## src/bmseq_pkg.sv

```systemverilog
// Package of constants and types for the boot mode sequencer.
package bmseq_pkg;
   // Flash word addresses, byte offsets as stored.
   localparam logic [17:0] USER_FLASH_SIZE  = 18'h20000;
   localparam logic [17:0] PAGE0_VALID_ADDR = 18'h007fc;
   localparam logic [17:0] PAGE0_BASE       = 18'h00000;
   localparam logic [17:0] PAGE_BYTES       = 18'h00800;
   localparam logic [17:0] BL_CRC_OFS       = 18'h00004;
   localparam logic [17:0] BL_LOW_OFS       = 18'h0001c;
   localparam logic [17:0] BL_ENTRY_OFS     = 18'h00020;
   localparam logic [17:0] BL_MAX_BYTES     = 18'h07800;
   localparam logic [17:0] DEBUG_LOCK_ADDR  = 18'h1fffc;
   localparam logic [17:0] KERNEL_BASE      = 18'h20000;
   localparam logic [17:0] KERNEL_BYTES     = 18'h00800;
   localparam logic [17:0] WORD_STEP        = 18'h00004;
   // Keys and fixed targets.
   localparam logic [31:0] DEBUG_LOCK_KEY   = 32'h00160320;
   localparam logic [31:0] PAGE0_KEY        = 32'h16400000;
   localparam logic [31:0] DEBUG_ENTRY      = 32'h00000000;
   localparam logic [31:0] CRC_POLY         = 32'h04c11db7;
   localparam logic [31:0] CRC_INIT         = 32'hffffffff;
   // Calibration table geometry.
   localparam logic [3:0]  CAL_COUNT        = 4'h8;
   localparam logic [17:0] CAL_BASE         = 18'h20700;
   localparam logic [17:0] CAL_SUM_ADDR     = 18'h207f8;
   localparam logic [17:0] KERNEL_SIG_ADDR  = 18'h207fc;
   // Download timeout: one hour at 125 MHz.
   localparam longint     TIMEOUT_SEC      = 3600;
   localparam longint     CLK_HZ           = 125000000;
   localparam logic [39:0] TIMEOUT_CYC     = 40'(TIMEOUT_SEC * CLK_HZ);
   // Fast download bit rate ceiling.
   localparam longint     FAST_BAUD        = 100000;
   localparam logic [15:0] FAST_BIT_CYC    = 16'(CLK_HZ / FAST_BAUD);
   // Sequencer states.
   typedef enum logic [4:0] {
      BMSEQ_KCRC, BMSEQ_KSIG, BMSEQ_BLOCKED, BMSEQ_CAL_RD, BMSEQ_CAL_WR,
      BMSEQ_CHK_RD, BMSEQ_CHK_CMP, BMSEQ_SRAM, BMSEQ_STRAP, BMSEQ_P0_VW,
      BMSEQ_P0_CRC, BMSEQ_BL_ENT, BMSEQ_BL_LOW, BMSEQ_BL_SIG, BMSEQ_BL_CRC,
      BMSEQ_LOCK, BMSEQ_EXIT, BMSEQ_DOWNLOAD, BMSEQ_FAILSAFE, BMSEQ_RSTREQ
   } bmseq_state_t;
   typedef enum logic [1:0] {
      BMSEQ_MODE_DEBUG, BMSEQ_MODE_USER, BMSEQ_MODE_BOOT, BMSEQ_MODE_LOAD
   } bmseq_mode_t;
endpackage

```

## src/bmseq_crc.sv

```systemverilog
`timescale 1ns/100ps
// Word-wide CRC accumulator used for every signature in the sequencer.
module bmseq_crc (
   // Clock and reset.
   input  wire logic        clk,
   input  wire logic        rst_n,
   // Control.
   input  wire logic        clear,
   input  wire logic        feed,
   input  wire logic [31:0] data,
   // Result.
   output logic      [31:0] crc
);
   // One MSB-first step over a whole word; shared so all signatures match.
   function automatic logic [31:0] crc_word(input logic [31:0] c,
                                            input logic [31:0] d);
      logic [31:0] r;
      r = c ^ d;
      for (int i = 0; i < 32; i++) begin
         r = r[31] ? ((r << 1) ^ bmseq_pkg::CRC_POLY) : (r << 1);
      end
      return r;
   endfunction

   // Accumulate on feed, restart on clear.
   always_ff @(posedge clk or negedge rst_n) begin
      if (!rst_n) begin
         crc <= bmseq_pkg::CRC_INIT;
      end else if (clear) begin
         crc <= bmseq_pkg::CRC_INIT;
      end else if (feed) begin
         crc <= crc_word(crc, data);
      end
   end
endmodule

```

## src/bmseq_top.sv

```systemverilog
`timescale 1ns/100ps
// Boot mode sequencer: integrity checks, calibration load, mode choice.
module bmseq_top (
   // Clock and reset.
   input  wire logic        REF_CLK,
   input  wire logic        RST_N,
   input  wire logic        POR_N,
   // Flash read port, one word per request, held until FLASH_VALID unless a page 0 CRC match or the fail-safe flag ends the read first.
   output logic             FLASH_RD,
   output logic      [17:0] FLASH_ADDR,
   input  wire logic [31:0] FLASH_RDATA,
   input  wire logic        FLASH_VALID,
   // Calibration register write and read-back port.
   output logic             CAL_WR,
   output logic      [2:0]  CAL_IDX,
   output logic      [31:0] CAL_WDATA,
   input  wire logic [31:0] CAL_RDATA,
   // Flash data high register load.
   output logic             FLASH_DATA_HIGH_WR,
   output logic      [31:0] FLASH_DATA_HIGH_REG,
   // SRAM check engine.
   output logic             SRAM_CHK_START,
   input  wire logic        SRAM_CHK_DONE,
   input  wire logic        SRAM_ECC_DOUBLE,
   output logic             SRAM_ZERO_FILL,
   output logic             SOFT_RESET_REQ,
   // Strap and LIN download link.
   input  wire logic        BOOT_MODE_STRAP_PIN,
   input  wire logic        LIN_FRAME_OK,
   input  wire logic        LIN_DONE,
   output logic             LIN_FAST_EN,
   output logic      [15:0] LIN_BIT_CYC,
   // Outcome.
   output logic             SWD_EN,
   output logic             KERNEL_BLOCKED,
   output logic             BRANCH_VALID,
   output logic      [31:0] BRANCH_ADDR,
   output logic      [1:0]  BOOT_MODE,
   output logic             FAILSAFE
);
   parameter logic [39:0] TIMEOUT = bmseq_pkg::TIMEOUT_CYC;

   bmseq_pkg::bmseq_state_t state_reg;
   logic [17:0] addr_reg;
   logic [3:0]  idx_reg;
   logic [31:0] sum_reg;
   logic [31:0] word_reg;
   logic [31:0] bl_entry_reg;
   logic [17:0] bl_low_reg;
   logic [39:0] idle_cnt_reg;
   logic        strap_s1_reg;
   logic        strap_s2_reg;
   logic        lock_reg;
   logic        failsafe_reg;
   logic        crc_clear;
   logic        crc_feed;
   logic [31:0] crc_val;
   logic [17:0] bl_span;

   bmseq_crc u_crc (
      .clk   (REF_CLK),
      .rst_n (RST_N),
      .clear (crc_clear),
      .feed  (crc_feed),
      .data  (FLASH_RDATA),
      .crc   (crc_val)
   );

   // Strap pin comes from outside; two flops before use.
   always_ff @(posedge REF_CLK or negedge RST_N) begin
      if (!RST_N) begin
         strap_s1_reg <= 1'b0;
         strap_s2_reg <= 1'b0;
      end else begin
         strap_s1_reg <= BOOT_MODE_STRAP_PIN;
         strap_s2_reg <= strap_s1_reg;
      end
   end

   // Fail-safe survives ordinary resets; only power-on clears it.
   always_ff @(posedge REF_CLK or negedge POR_N) begin
      if (!POR_N) begin
         failsafe_reg <= 1'b0;
      end else if (state_reg == bmseq_pkg::BMSEQ_FAILSAFE) begin
         failsafe_reg <= 1'b1;
      end
   end

   assign bl_span = bmseq_pkg::USER_FLASH_SIZE - bl_low_reg;
   // The request stands through the edge that takes the word; it must not
   // depend on the memory's answer, or the two would form a loop.
   assign FLASH_RD = state_reg inside {
      bmseq_pkg::BMSEQ_KCRC, bmseq_pkg::BMSEQ_KSIG,
      bmseq_pkg::BMSEQ_CAL_RD, bmseq_pkg::BMSEQ_CHK_CMP,
      bmseq_pkg::BMSEQ_P0_VW,
      bmseq_pkg::BMSEQ_P0_CRC, bmseq_pkg::BMSEQ_BL_ENT,
      bmseq_pkg::BMSEQ_BL_LOW, bmseq_pkg::BMSEQ_BL_SIG,
      bmseq_pkg::BMSEQ_BL_CRC, bmseq_pkg::BMSEQ_LOCK};
   assign FLASH_ADDR = addr_reg;
   // The CRC engine only sees words from ranges being hashed.
   assign crc_feed = FLASH_VALID && (state_reg inside {
      bmseq_pkg::BMSEQ_KCRC, bmseq_pkg::BMSEQ_P0_CRC,
      bmseq_pkg::BMSEQ_BL_CRC});
   // Clear only as the signature word is taken, so a slow memory cannot
   // wipe the result before the compare has used it.
   assign crc_clear = FLASH_VALID && (state_reg inside {
      bmseq_pkg::BMSEQ_KSIG, bmseq_pkg::BMSEQ_P0_VW,
      bmseq_pkg::BMSEQ_BL_SIG});
   assign SWD_EN = (state_reg == bmseq_pkg::BMSEQ_EXIT) && !lock_reg;
   assign FAILSAFE = failsafe_reg;
   assign LIN_FAST_EN = (state_reg == bmseq_pkg::BMSEQ_DOWNLOAD);
   assign LIN_BIT_CYC = bmseq_pkg::FAST_BIT_CYC;

   // Main sequence; restarts only when RST_N asserts.
   always_ff @(posedge REF_CLK or negedge RST_N) begin
      if (!RST_N) begin
         state_reg <= bmseq_pkg::BMSEQ_KCRC;
         addr_reg <= bmseq_pkg::KERNEL_BASE;
         idx_reg <= 4'h0;
         sum_reg <= 32'h00000000;
         word_reg <= 32'h00000000;
         bl_entry_reg <= 32'h00000000;
         bl_low_reg <= 18'h00000;
         lock_reg <= 1'b1;
         idle_cnt_reg <= 40'h0000000000;
         CAL_WR <= 1'b0;
         CAL_IDX <= 3'h0;
         CAL_WDATA <= 32'h00000000;
         FLASH_DATA_HIGH_WR <= 1'b0;
         FLASH_DATA_HIGH_REG <= 32'h00000000;
         SRAM_CHK_START <= 1'b0;
         SRAM_ZERO_FILL <= 1'b0;
         SOFT_RESET_REQ <= 1'b0;
         KERNEL_BLOCKED <= 1'b0;
         BRANCH_VALID <= 1'b0;
         BRANCH_ADDR <= 32'h00000000;
         BOOT_MODE <= bmseq_pkg::BMSEQ_MODE_DEBUG;
      end else begin
         CAL_WR <= 1'b0;
         FLASH_DATA_HIGH_WR <= 1'b0;
         SRAM_CHK_START <= 1'b0;
         unique case (state_reg)
            bmseq_pkg::BMSEQ_KCRC: if (failsafe_reg) begin
               state_reg <= bmseq_pkg::BMSEQ_FAILSAFE;
            end else if (FLASH_VALID) begin
               if (addr_reg == bmseq_pkg::KERNEL_SIG_ADDR
                               - bmseq_pkg::WORD_STEP) begin
                  addr_reg <= bmseq_pkg::KERNEL_SIG_ADDR;
                  state_reg <= bmseq_pkg::BMSEQ_KSIG;
               end else begin
                  addr_reg <= addr_reg + bmseq_pkg::WORD_STEP;
               end
            end
            bmseq_pkg::BMSEQ_KSIG: if (FLASH_VALID) begin
               if (FLASH_RDATA != crc_val) begin
                  KERNEL_BLOCKED <= 1'b1;
                  state_reg <= bmseq_pkg::BMSEQ_BLOCKED;
               end else begin
                  addr_reg <= bmseq_pkg::CAL_BASE;
                  state_reg <= bmseq_pkg::BMSEQ_CAL_RD;
               end
            end
            bmseq_pkg::BMSEQ_BLOCKED: state_reg <= bmseq_pkg::BMSEQ_BLOCKED;
            bmseq_pkg::BMSEQ_CAL_RD: if (FLASH_VALID) begin
               CAL_WR <= 1'b1;
               CAL_IDX <= idx_reg[2:0];
               CAL_WDATA <= FLASH_RDATA;
               state_reg <= bmseq_pkg::BMSEQ_CAL_WR;
            end
            bmseq_pkg::BMSEQ_CAL_WR: begin
               addr_reg <= addr_reg + bmseq_pkg::WORD_STEP;
               if (idx_reg == bmseq_pkg::CAL_COUNT - 4'h1) begin
                  idx_reg <= 4'h0;
                  CAL_IDX <= 3'h0;
                  state_reg <= bmseq_pkg::BMSEQ_CHK_RD;
               end else begin
                  idx_reg <= idx_reg + 4'h1;
                  state_reg <= bmseq_pkg::BMSEQ_CAL_RD;
               end
            end
            // Read back each trim and sum; index drives CAL_IDX.
            bmseq_pkg::BMSEQ_CHK_RD: begin
               sum_reg <= sum_reg + CAL_RDATA;
               if (idx_reg == bmseq_pkg::CAL_COUNT - 4'h1) begin
                  addr_reg <= bmseq_pkg::CAL_SUM_ADDR;
                  state_reg <= bmseq_pkg::BMSEQ_CHK_CMP;
               end else begin
                  idx_reg <= idx_reg + 4'h1;
                  CAL_IDX <= 3'(idx_reg + 4'h1);
               end
            end
            bmseq_pkg::BMSEQ_CHK_CMP: if (FLASH_VALID) begin
               if (FLASH_RDATA != sum_reg) begin
                  FLASH_DATA_HIGH_WR <= 1'b1;
                  FLASH_DATA_HIGH_REG <= sum_reg;
               end
               SRAM_CHK_START <= 1'b1;
               state_reg <= bmseq_pkg::BMSEQ_SRAM;
            end
            // Single errors are fixed inside the engine; double ones reset.
            bmseq_pkg::BMSEQ_SRAM: if (SRAM_ECC_DOUBLE) begin
               SRAM_ZERO_FILL <= 1'b1;
               state_reg <= bmseq_pkg::BMSEQ_RSTREQ;
            end else if (SRAM_CHK_DONE) begin
               state_reg <= bmseq_pkg::BMSEQ_STRAP;
            end
            bmseq_pkg::BMSEQ_RSTREQ: begin
               SRAM_ZERO_FILL <= 1'b0;
               SOFT_RESET_REQ <= 1'b1;
            end
            bmseq_pkg::BMSEQ_STRAP: if (!strap_s2_reg) begin
               BOOT_MODE <= bmseq_pkg::BMSEQ_MODE_DEBUG;
               BRANCH_ADDR <= bmseq_pkg::DEBUG_ENTRY;
               addr_reg <= bmseq_pkg::DEBUG_LOCK_ADDR;
               state_reg <= bmseq_pkg::BMSEQ_LOCK;
            end else begin
               addr_reg <= bmseq_pkg::PAGE0_VALID_ADDR;
               state_reg <= bmseq_pkg::BMSEQ_P0_VW;
            end
            bmseq_pkg::BMSEQ_P0_VW: if (FLASH_VALID) begin
               word_reg <= FLASH_RDATA;
               BOOT_MODE <= bmseq_pkg::BMSEQ_MODE_USER;
               BRANCH_ADDR <= {14'h0000, bmseq_pkg::PAGE0_BASE};
               if (FLASH_RDATA == bmseq_pkg::PAGE0_KEY) begin
                  addr_reg <= bmseq_pkg::DEBUG_LOCK_ADDR;
                  state_reg <= bmseq_pkg::BMSEQ_LOCK;
               end else begin
                  addr_reg <= bmseq_pkg::PAGE0_BASE;
                  state_reg <= bmseq_pkg::BMSEQ_P0_CRC;
               end
            end
            bmseq_pkg::BMSEQ_P0_CRC: if (FLASH_VALID) begin
               if (addr_reg == bmseq_pkg::PAGE0_VALID_ADDR
                               - bmseq_pkg::WORD_STEP) begin
                  state_reg <= bmseq_pkg::BMSEQ_BL_ENT;
                  addr_reg <= bmseq_pkg::USER_FLASH_SIZE
                              - bmseq_pkg::BL_ENTRY_OFS;
               end else begin
                  addr_reg <= addr_reg + bmseq_pkg::WORD_STEP;
               end
            end
            bmseq_pkg::BMSEQ_BL_ENT: if (word_reg == crc_val) begin
               addr_reg <= bmseq_pkg::DEBUG_LOCK_ADDR;
               state_reg <= bmseq_pkg::BMSEQ_LOCK;
            end else if (FLASH_VALID) begin
               bl_entry_reg <= FLASH_RDATA;
               addr_reg <= bmseq_pkg::USER_FLASH_SIZE - bmseq_pkg::BL_LOW_OFS;
               state_reg <= bmseq_pkg::BMSEQ_BL_LOW;
            end
            bmseq_pkg::BMSEQ_BL_LOW: if (FLASH_VALID) begin
               bl_low_reg <= FLASH_RDATA[17:0];
               state_reg <= bmseq_pkg::BMSEQ_BL_SIG;
               addr_reg <= bmseq_pkg::USER_FLASH_SIZE - bmseq_pkg::BL_CRC_OFS;
            end
            // Range checks: entry odd, not below the image and under 18 bits, image at most 30 kB.
            bmseq_pkg::BMSEQ_BL_SIG: if (FLASH_VALID) begin
               word_reg <= FLASH_RDATA;
               if (!bl_entry_reg[0]
                   || bl_entry_reg[31:18] != 14'h0000
                   || bl_low_reg >= bmseq_pkg::USER_FLASH_SIZE
                   || bl_span > bmseq_pkg::BL_MAX_BYTES
                   || bl_entry_reg[17:0] < bl_low_reg) begin
                  state_reg <= bmseq_pkg::BMSEQ_DOWNLOAD;
               end else begin
                  addr_reg <= bl_low_reg;
                  state_reg <= bmseq_pkg::BMSEQ_BL_CRC;
               end
            end
            bmseq_pkg::BMSEQ_BL_CRC: if (FLASH_VALID) begin
               if (addr_reg >= bmseq_pkg::USER_FLASH_SIZE
                               - bmseq_pkg::BL_ENTRY_OFS
                               - bmseq_pkg::WORD_STEP) begin
                  state_reg <= bmseq_pkg::BMSEQ_EXIT;
               end else begin
                  addr_reg <= addr_reg + bmseq_pkg::WORD_STEP;
               end
            end
            // Bootloader CRC verdict lands one cycle after the last word.
            bmseq_pkg::BMSEQ_EXIT: if (BOOT_MODE == bmseq_pkg::BMSEQ_MODE_USER
                                       && !BRANCH_VALID) begin
               if (word_reg == crc_val) begin
                  BOOT_MODE <= bmseq_pkg::BMSEQ_MODE_BOOT;
                  BRANCH_ADDR <= bl_entry_reg;
                  addr_reg <= bmseq_pkg::DEBUG_LOCK_ADDR;
                  state_reg <= bmseq_pkg::BMSEQ_LOCK;
               end else begin
                  state_reg <= bmseq_pkg::BMSEQ_DOWNLOAD;
               end
            end else begin
               BRANCH_VALID <= 1'b1;
            end
            bmseq_pkg::BMSEQ_LOCK: if (FLASH_VALID) begin
               lock_reg <= (FLASH_RDATA == bmseq_pkg::DEBUG_LOCK_KEY);
               BRANCH_VALID <= 1'b1;
               state_reg <= bmseq_pkg::BMSEQ_EXIT;
            end
            // Download holds until reset or the idle timeout sends it to fail-safe; done does not leave the state.
            bmseq_pkg::BMSEQ_DOWNLOAD: begin
               BOOT_MODE <= bmseq_pkg::BMSEQ_MODE_LOAD;
               if (LIN_FRAME_OK || LIN_DONE) begin
                  idle_cnt_reg <= 40'h0000000000;
               end else if (idle_cnt_reg >= TIMEOUT - 40'h1) begin
                  state_reg <= bmseq_pkg::BMSEQ_FAILSAFE;
               end else begin
                  idle_cnt_reg <= idle_cnt_reg + 40'h1;
               end
            end
            bmseq_pkg::BMSEQ_FAILSAFE: state_reg <= bmseq_pkg::BMSEQ_FAILSAFE;
            default: state_reg <= bmseq_pkg::BMSEQ_BLOCKED;
         endcase
      end
   end
endmodule

```

## config.mk

```make
export PLATFORM = sky130hd
export DESIGN_NAME = bmseq_top
export DESIGN_NICKNAME = d
export VERILOG_FILES = /design/src/bmseq_pkg.sv /design/src/bmseq_crc.sv /design/src/bmseq_top.sv
export SDC_FILE = /design/constraint.sdc
export NUM_CORES = 1
export LEC_CHECK = 0
export ABC_AREA = 1
export ABC_CLOCK_PERIOD_IN_PS = 2800
export BUFFER_PORTS_ARGS = -buffer_cell sky130_fd_sc_hd__buf_4
export CORE_MARGIN = 1
export CORE_UTILIZATION = 52
export CTS_BUF_LIST = sky130_fd_sc_hd__clkbuf_2
export DETAILED_ROUTE_END_ITERATION = 16
export PLACE_DENSITY = 0.78
export SETUP_SLACK_MARGIN = 0.2
export SLEW_MARGIN = 15
export SYNTH_ARGS = -nofsm -noshare
export SYNTH_HDL_FRONTEND = slang
export SYNTH_SLANG_ARGS = --single-unit
export TNS_END_PERCENT = 1
```

## constraint.sdc

```tcl
create_clock -name REF_CLK -period 2.8 [get_ports REF_CLK]
set_clock_uncertainty 0.15 [all_clocks]
set_input_delay 0.42 -clock REF_CLK [delete_from_list [all_inputs] [get_ports REF_CLK]]
set_output_delay 0.42 -clock REF_CLK [all_outputs]
set_load 0.005 [all_outputs]
```

==> results.txt <==
Status: finished with violations
Failing checks: setup timing
Routed wire length per instance: 18.39 µm
CORE AREA: 43,080 µm²
Final period utilization: 117.1%
Comb pwr share: 50.9%
Startpoint Class: register
Clock latency on the worst-skew pair: 1.11 ns
Crit-path leading delay family: simple AND/OR/NAND/NOR gates
Max reg flops: 40
CP Capture Type: primary output
Leak: 15.53 nW
Final #Nets: 4,043
Levels on crit path: 7
GRT overflow: 0
Clk sinks: 325
First-pass GRT wire length: 129,100 µm
Switch share: 43.13%
Reg2reg start: u_crc.crc[31]$_DFFE_PN1P_
Ys Warns: 0
Ys flop type: dfrtp_1
Max FO, Critical Path: 5
Syn avg cell area: 7.115 µm²
Cell row count: 76
Die height: 210.9 µm
Hold slack final: 0.1138 ns
TritonCTS buffer count: 86
I/O pin count: 219
Initial core utilization: 52.65%
Setup-failing EPs final: 89
Vias in the first global route: 23.99k
Max cap viols: 0
Die X: 210.9 µm
Cell internal pwr: 9.784 mW
Asr flop ratio synth: 100.0%
WP buf/inv: 4
Yosys reg bits: 325
Post-Route WL: 83,910 µm
R2r setup slk: -0.39 ns
Sequential share of the synthesized area: 36.04%
Non-Filler Instances: 4,563
Routed vias/inst: 5.549
Via count: 25.32k
GRT Overall Usage: 37.44%
EDFF count, synth: 0
Fmax: 0.3050 GHz
Clock share of power: 20.2%
Netlist Area Pre-Place: 22,680 µm²
Cells after DPL: 4,292
Clock slew at reported path FFs: 0.11 ns
Worst rel slew slack: 50.22%
Slowest CP cell: dfrtp_2
Final worst slack: -0.4787 ns
PwrDens: 563.5 nW/µm²
Worst Max-Slew Pin Slew: 0.7459 ns
Routability-driven placement congestion ratio: 1.042
Sequential share of power: 29.0%
Setup CP Type: reg -> out
Worst EP arrival: 2.71 ns
Hold Crit Class: in -> reg
Synth unique cells: 64
CTS tree: built
Post-route core utilization: 70.87%
Final Critical Period: 3.279 ns
CTS root buffer: clkbuf_2
Hpwl dp: 63,450 µm
Share of post-route cells with drive strength above 1: 29.28%
Final Max Tran Viols: 0
Reg-to-reg endpoint: u_crc.crc[12]$_DFFE_PN1P_
Crit-path max cell delay: 0.44 ns
Iteration-0 DRC Markers: 2,786
H-tree levels: 3
Initial antenna violation count: 2
DRT Pass-1 Iters: 6
Clock Path Buffers: 3
Req. time, crit path: 2.23 ns
Final Hold Fails: 0
CP endpoint: FLASH_RD
DRC: 0
Syn Inst Count: 3,188
CP startpoint: state_reg[1]$_DFFE_PN0P_
IO buf count: 202
Crit-path cells: inv_2 > nor2_1 > inv_2 > buf_4 > nor2_1 > a2111o_1 > buf_6
Syn-to-layout area delta: 34.60%
Worst VDD drop: 0.4447 mV
Die area: 44,460 µm²
R2R cell count: 25
Antenna-violating nets left: 0
RSZ-0062 raised after global routing: true
Largest net degree at the start of global routing: 67
Switching power: 7.420 mW
[layout make-up]
cell class	count	area, µm²
multi-input cells	2443	13760
fillers	3513	12550
flip-flops and latches	325	8177
repair buffers	708	5748
inverters	350	1321
well taps	585	732.0
clock buffers	120	600.6
clock inverters	30	182.7
diodes	2	5.005
[metrics by stage]
step	total power [mW]	TNS (ns)	worst slack [ns]	cell area (µm²)
6_report	17.20	-19.25	-0.4787	30530
2_1_floorplan	9.839	0	0.1142	22740
3_3_place_gp	12.80	-19.85	-0.5898	27690
3_5_place_dp	12.90	-23.02	-0.5952	27690
4_1_cts	16.64	-11.91	-0.5433	29880
5_1_grt	18.19	-33.96	-0.5697	30530
[timing repair]
| item | CTS | global route |
|---|---|---|
| setup buffers | 14 | 18 |
| gates resized for setup | 119 | 136 |
| hold buffers | 87 | 0 |
| endpoints found under the setup margin | 144 | 172 |
| endpoints found under the hold margin | 552 | 0 |
| pin swaps | 42 | 45 |
[how the worst min path moves through the flow]
stage / from / end / cells past startpoint
after floorplan: RST_N / BOOT_MODE[0]$_DFFE_PN0P_ / 0
after global placement: POR_N / FAILSAFE$_DFFE_PN0P_ / 1
after detailed placement: POR_N / FAILSAFE$_DFFE_PN0P_ / 1
after CTS: CAL_RDATA[31] / sum_reg[31]$_DFFE_PN0P_ / 5
after global routing: CAL_RDATA[0] / sum_reg[0]$_DFFE_PN0P_ / 5
final: CAL_RDATA[0] / sum_reg[0]$_DFFE_PN0P_ / 5
[layout by cell type (no fill, tap or decap), types with 9 or more instances in the layout]
cell type and count:
o221ai_1 9, dlygate4sd3_1 84, nand2_2 137, nand4_1 55, nor2_2 13, xnor2_1 79, clkbuf_2 120, nor2_4 10
nor2_1 163, inv_1 303, nand2_4 48, or2_2 13, o2111ai_1 10, nand3_2 36, nand3_1 183, nor4_1 37
nor3_1 44, buf_4 601, inv_2 43, o21ai_0 199, conb_1 16, dfrtp_1 290, ha_1 49, o21a_1 61
o21ai_1 24, nand2_1 928, a21oi_2 10, a21oi_1 93, buf_12 13, xor2_2 10, xor2_1 84, dfstp_2 34
a31oi_1 18, clkinv_1 20
[tightest hold or removal path: stages]
cell           delay [ns]
dlygate4sd3_1        0.53
buf_4                0.12
ha_2                 0.16
nand2_1              0.04
o21ai_0              0.06
[power by group through the flow]
stage	Combinational [mW]	Sequential [mW]	Clock, mW
5_1_grt	9.46	5.00	3.74
6_report	8.75	4.98	3.47
4_1_cts	8.15	4.98	3.51
3_5_place_dp	7.84	5.06	0
2_1_floorplan	4.82	5.02	0
3_3_place_gp	7.74	5.06	0
[layer usage]
| layer | GRT usage [%] | up-vias | wire (µm) |
|---|---|---|---|
| li1 | - | 11880 | - |
| met1 | 49.23 | 11780 | 33760 |
| met2 | 59.90 | 1350 | 37930 |
| met3 | 6.676 | 309 | 7867 |
| met4 | 17.79 | 2 | 4343 |
| met5 | 0 | - | 13 |
[cells by family (layout without fill, tap and decap cells)]
| kind of cell | count (synthesis) | after routing | share of synthesized area, % |
|---|---|---|---|
| buf+inv | 434 | 1208 | 7.585 |
| compound gates | 483 | 483 | 12.47 |
| simple gates | 1701 | 1701 | 33.22 |
| mux | 4 | 4 | 0.1986 |
| fa+ha+maj | 56 | 56 | 3.122 |
| other cells | 2 | 18 | 0.03311 |
| xor+xnor | 183 | 183 | 7.331 |
| flops | 325 | 325 | 36.04 |
[cell usage after synthesis (17+ instances only)]
| cell type | instances | area share [%] |
|---|---|---|
| a21oi_1 | 102 | 2.3 |
| a31oi_1 | 18 | 0.50 |
| buf_4 | 17 | 0.56 |
| clkbuf_1 | 59 | 0.98 |
| dfrtp_1 | 291 | 32 |
| dfstp_2 | 34 | 3.9 |
| ha_1 | 55 | 3.0 |
| inv_1 | 316 | 5.2 |
| inv_2 | 29 | 0.48 |
| nand2_1 | 1010 | 17 |
| nand2_2 | 83 | 2.3 |
| nand2_4 | 21 | 1.0 |
| nand3_1 | 205 | 4.5 |
| nand4_1 | 55 | 1.5 |
| nor2_1 | 183 | 3.0 |
| nor3_1 | 52 | 1.1 |
| nor4_1 | 41 | 1.1 |
| o21a_1 | 61 | 2.0 |
| o21ai_0 | 216 | 4.8 |
| xnor2_1 | 86 | 3.3 |
| xor2_1 | 92 | 3.6 |
Note: power is estimated with default switching activity, not from simulation.
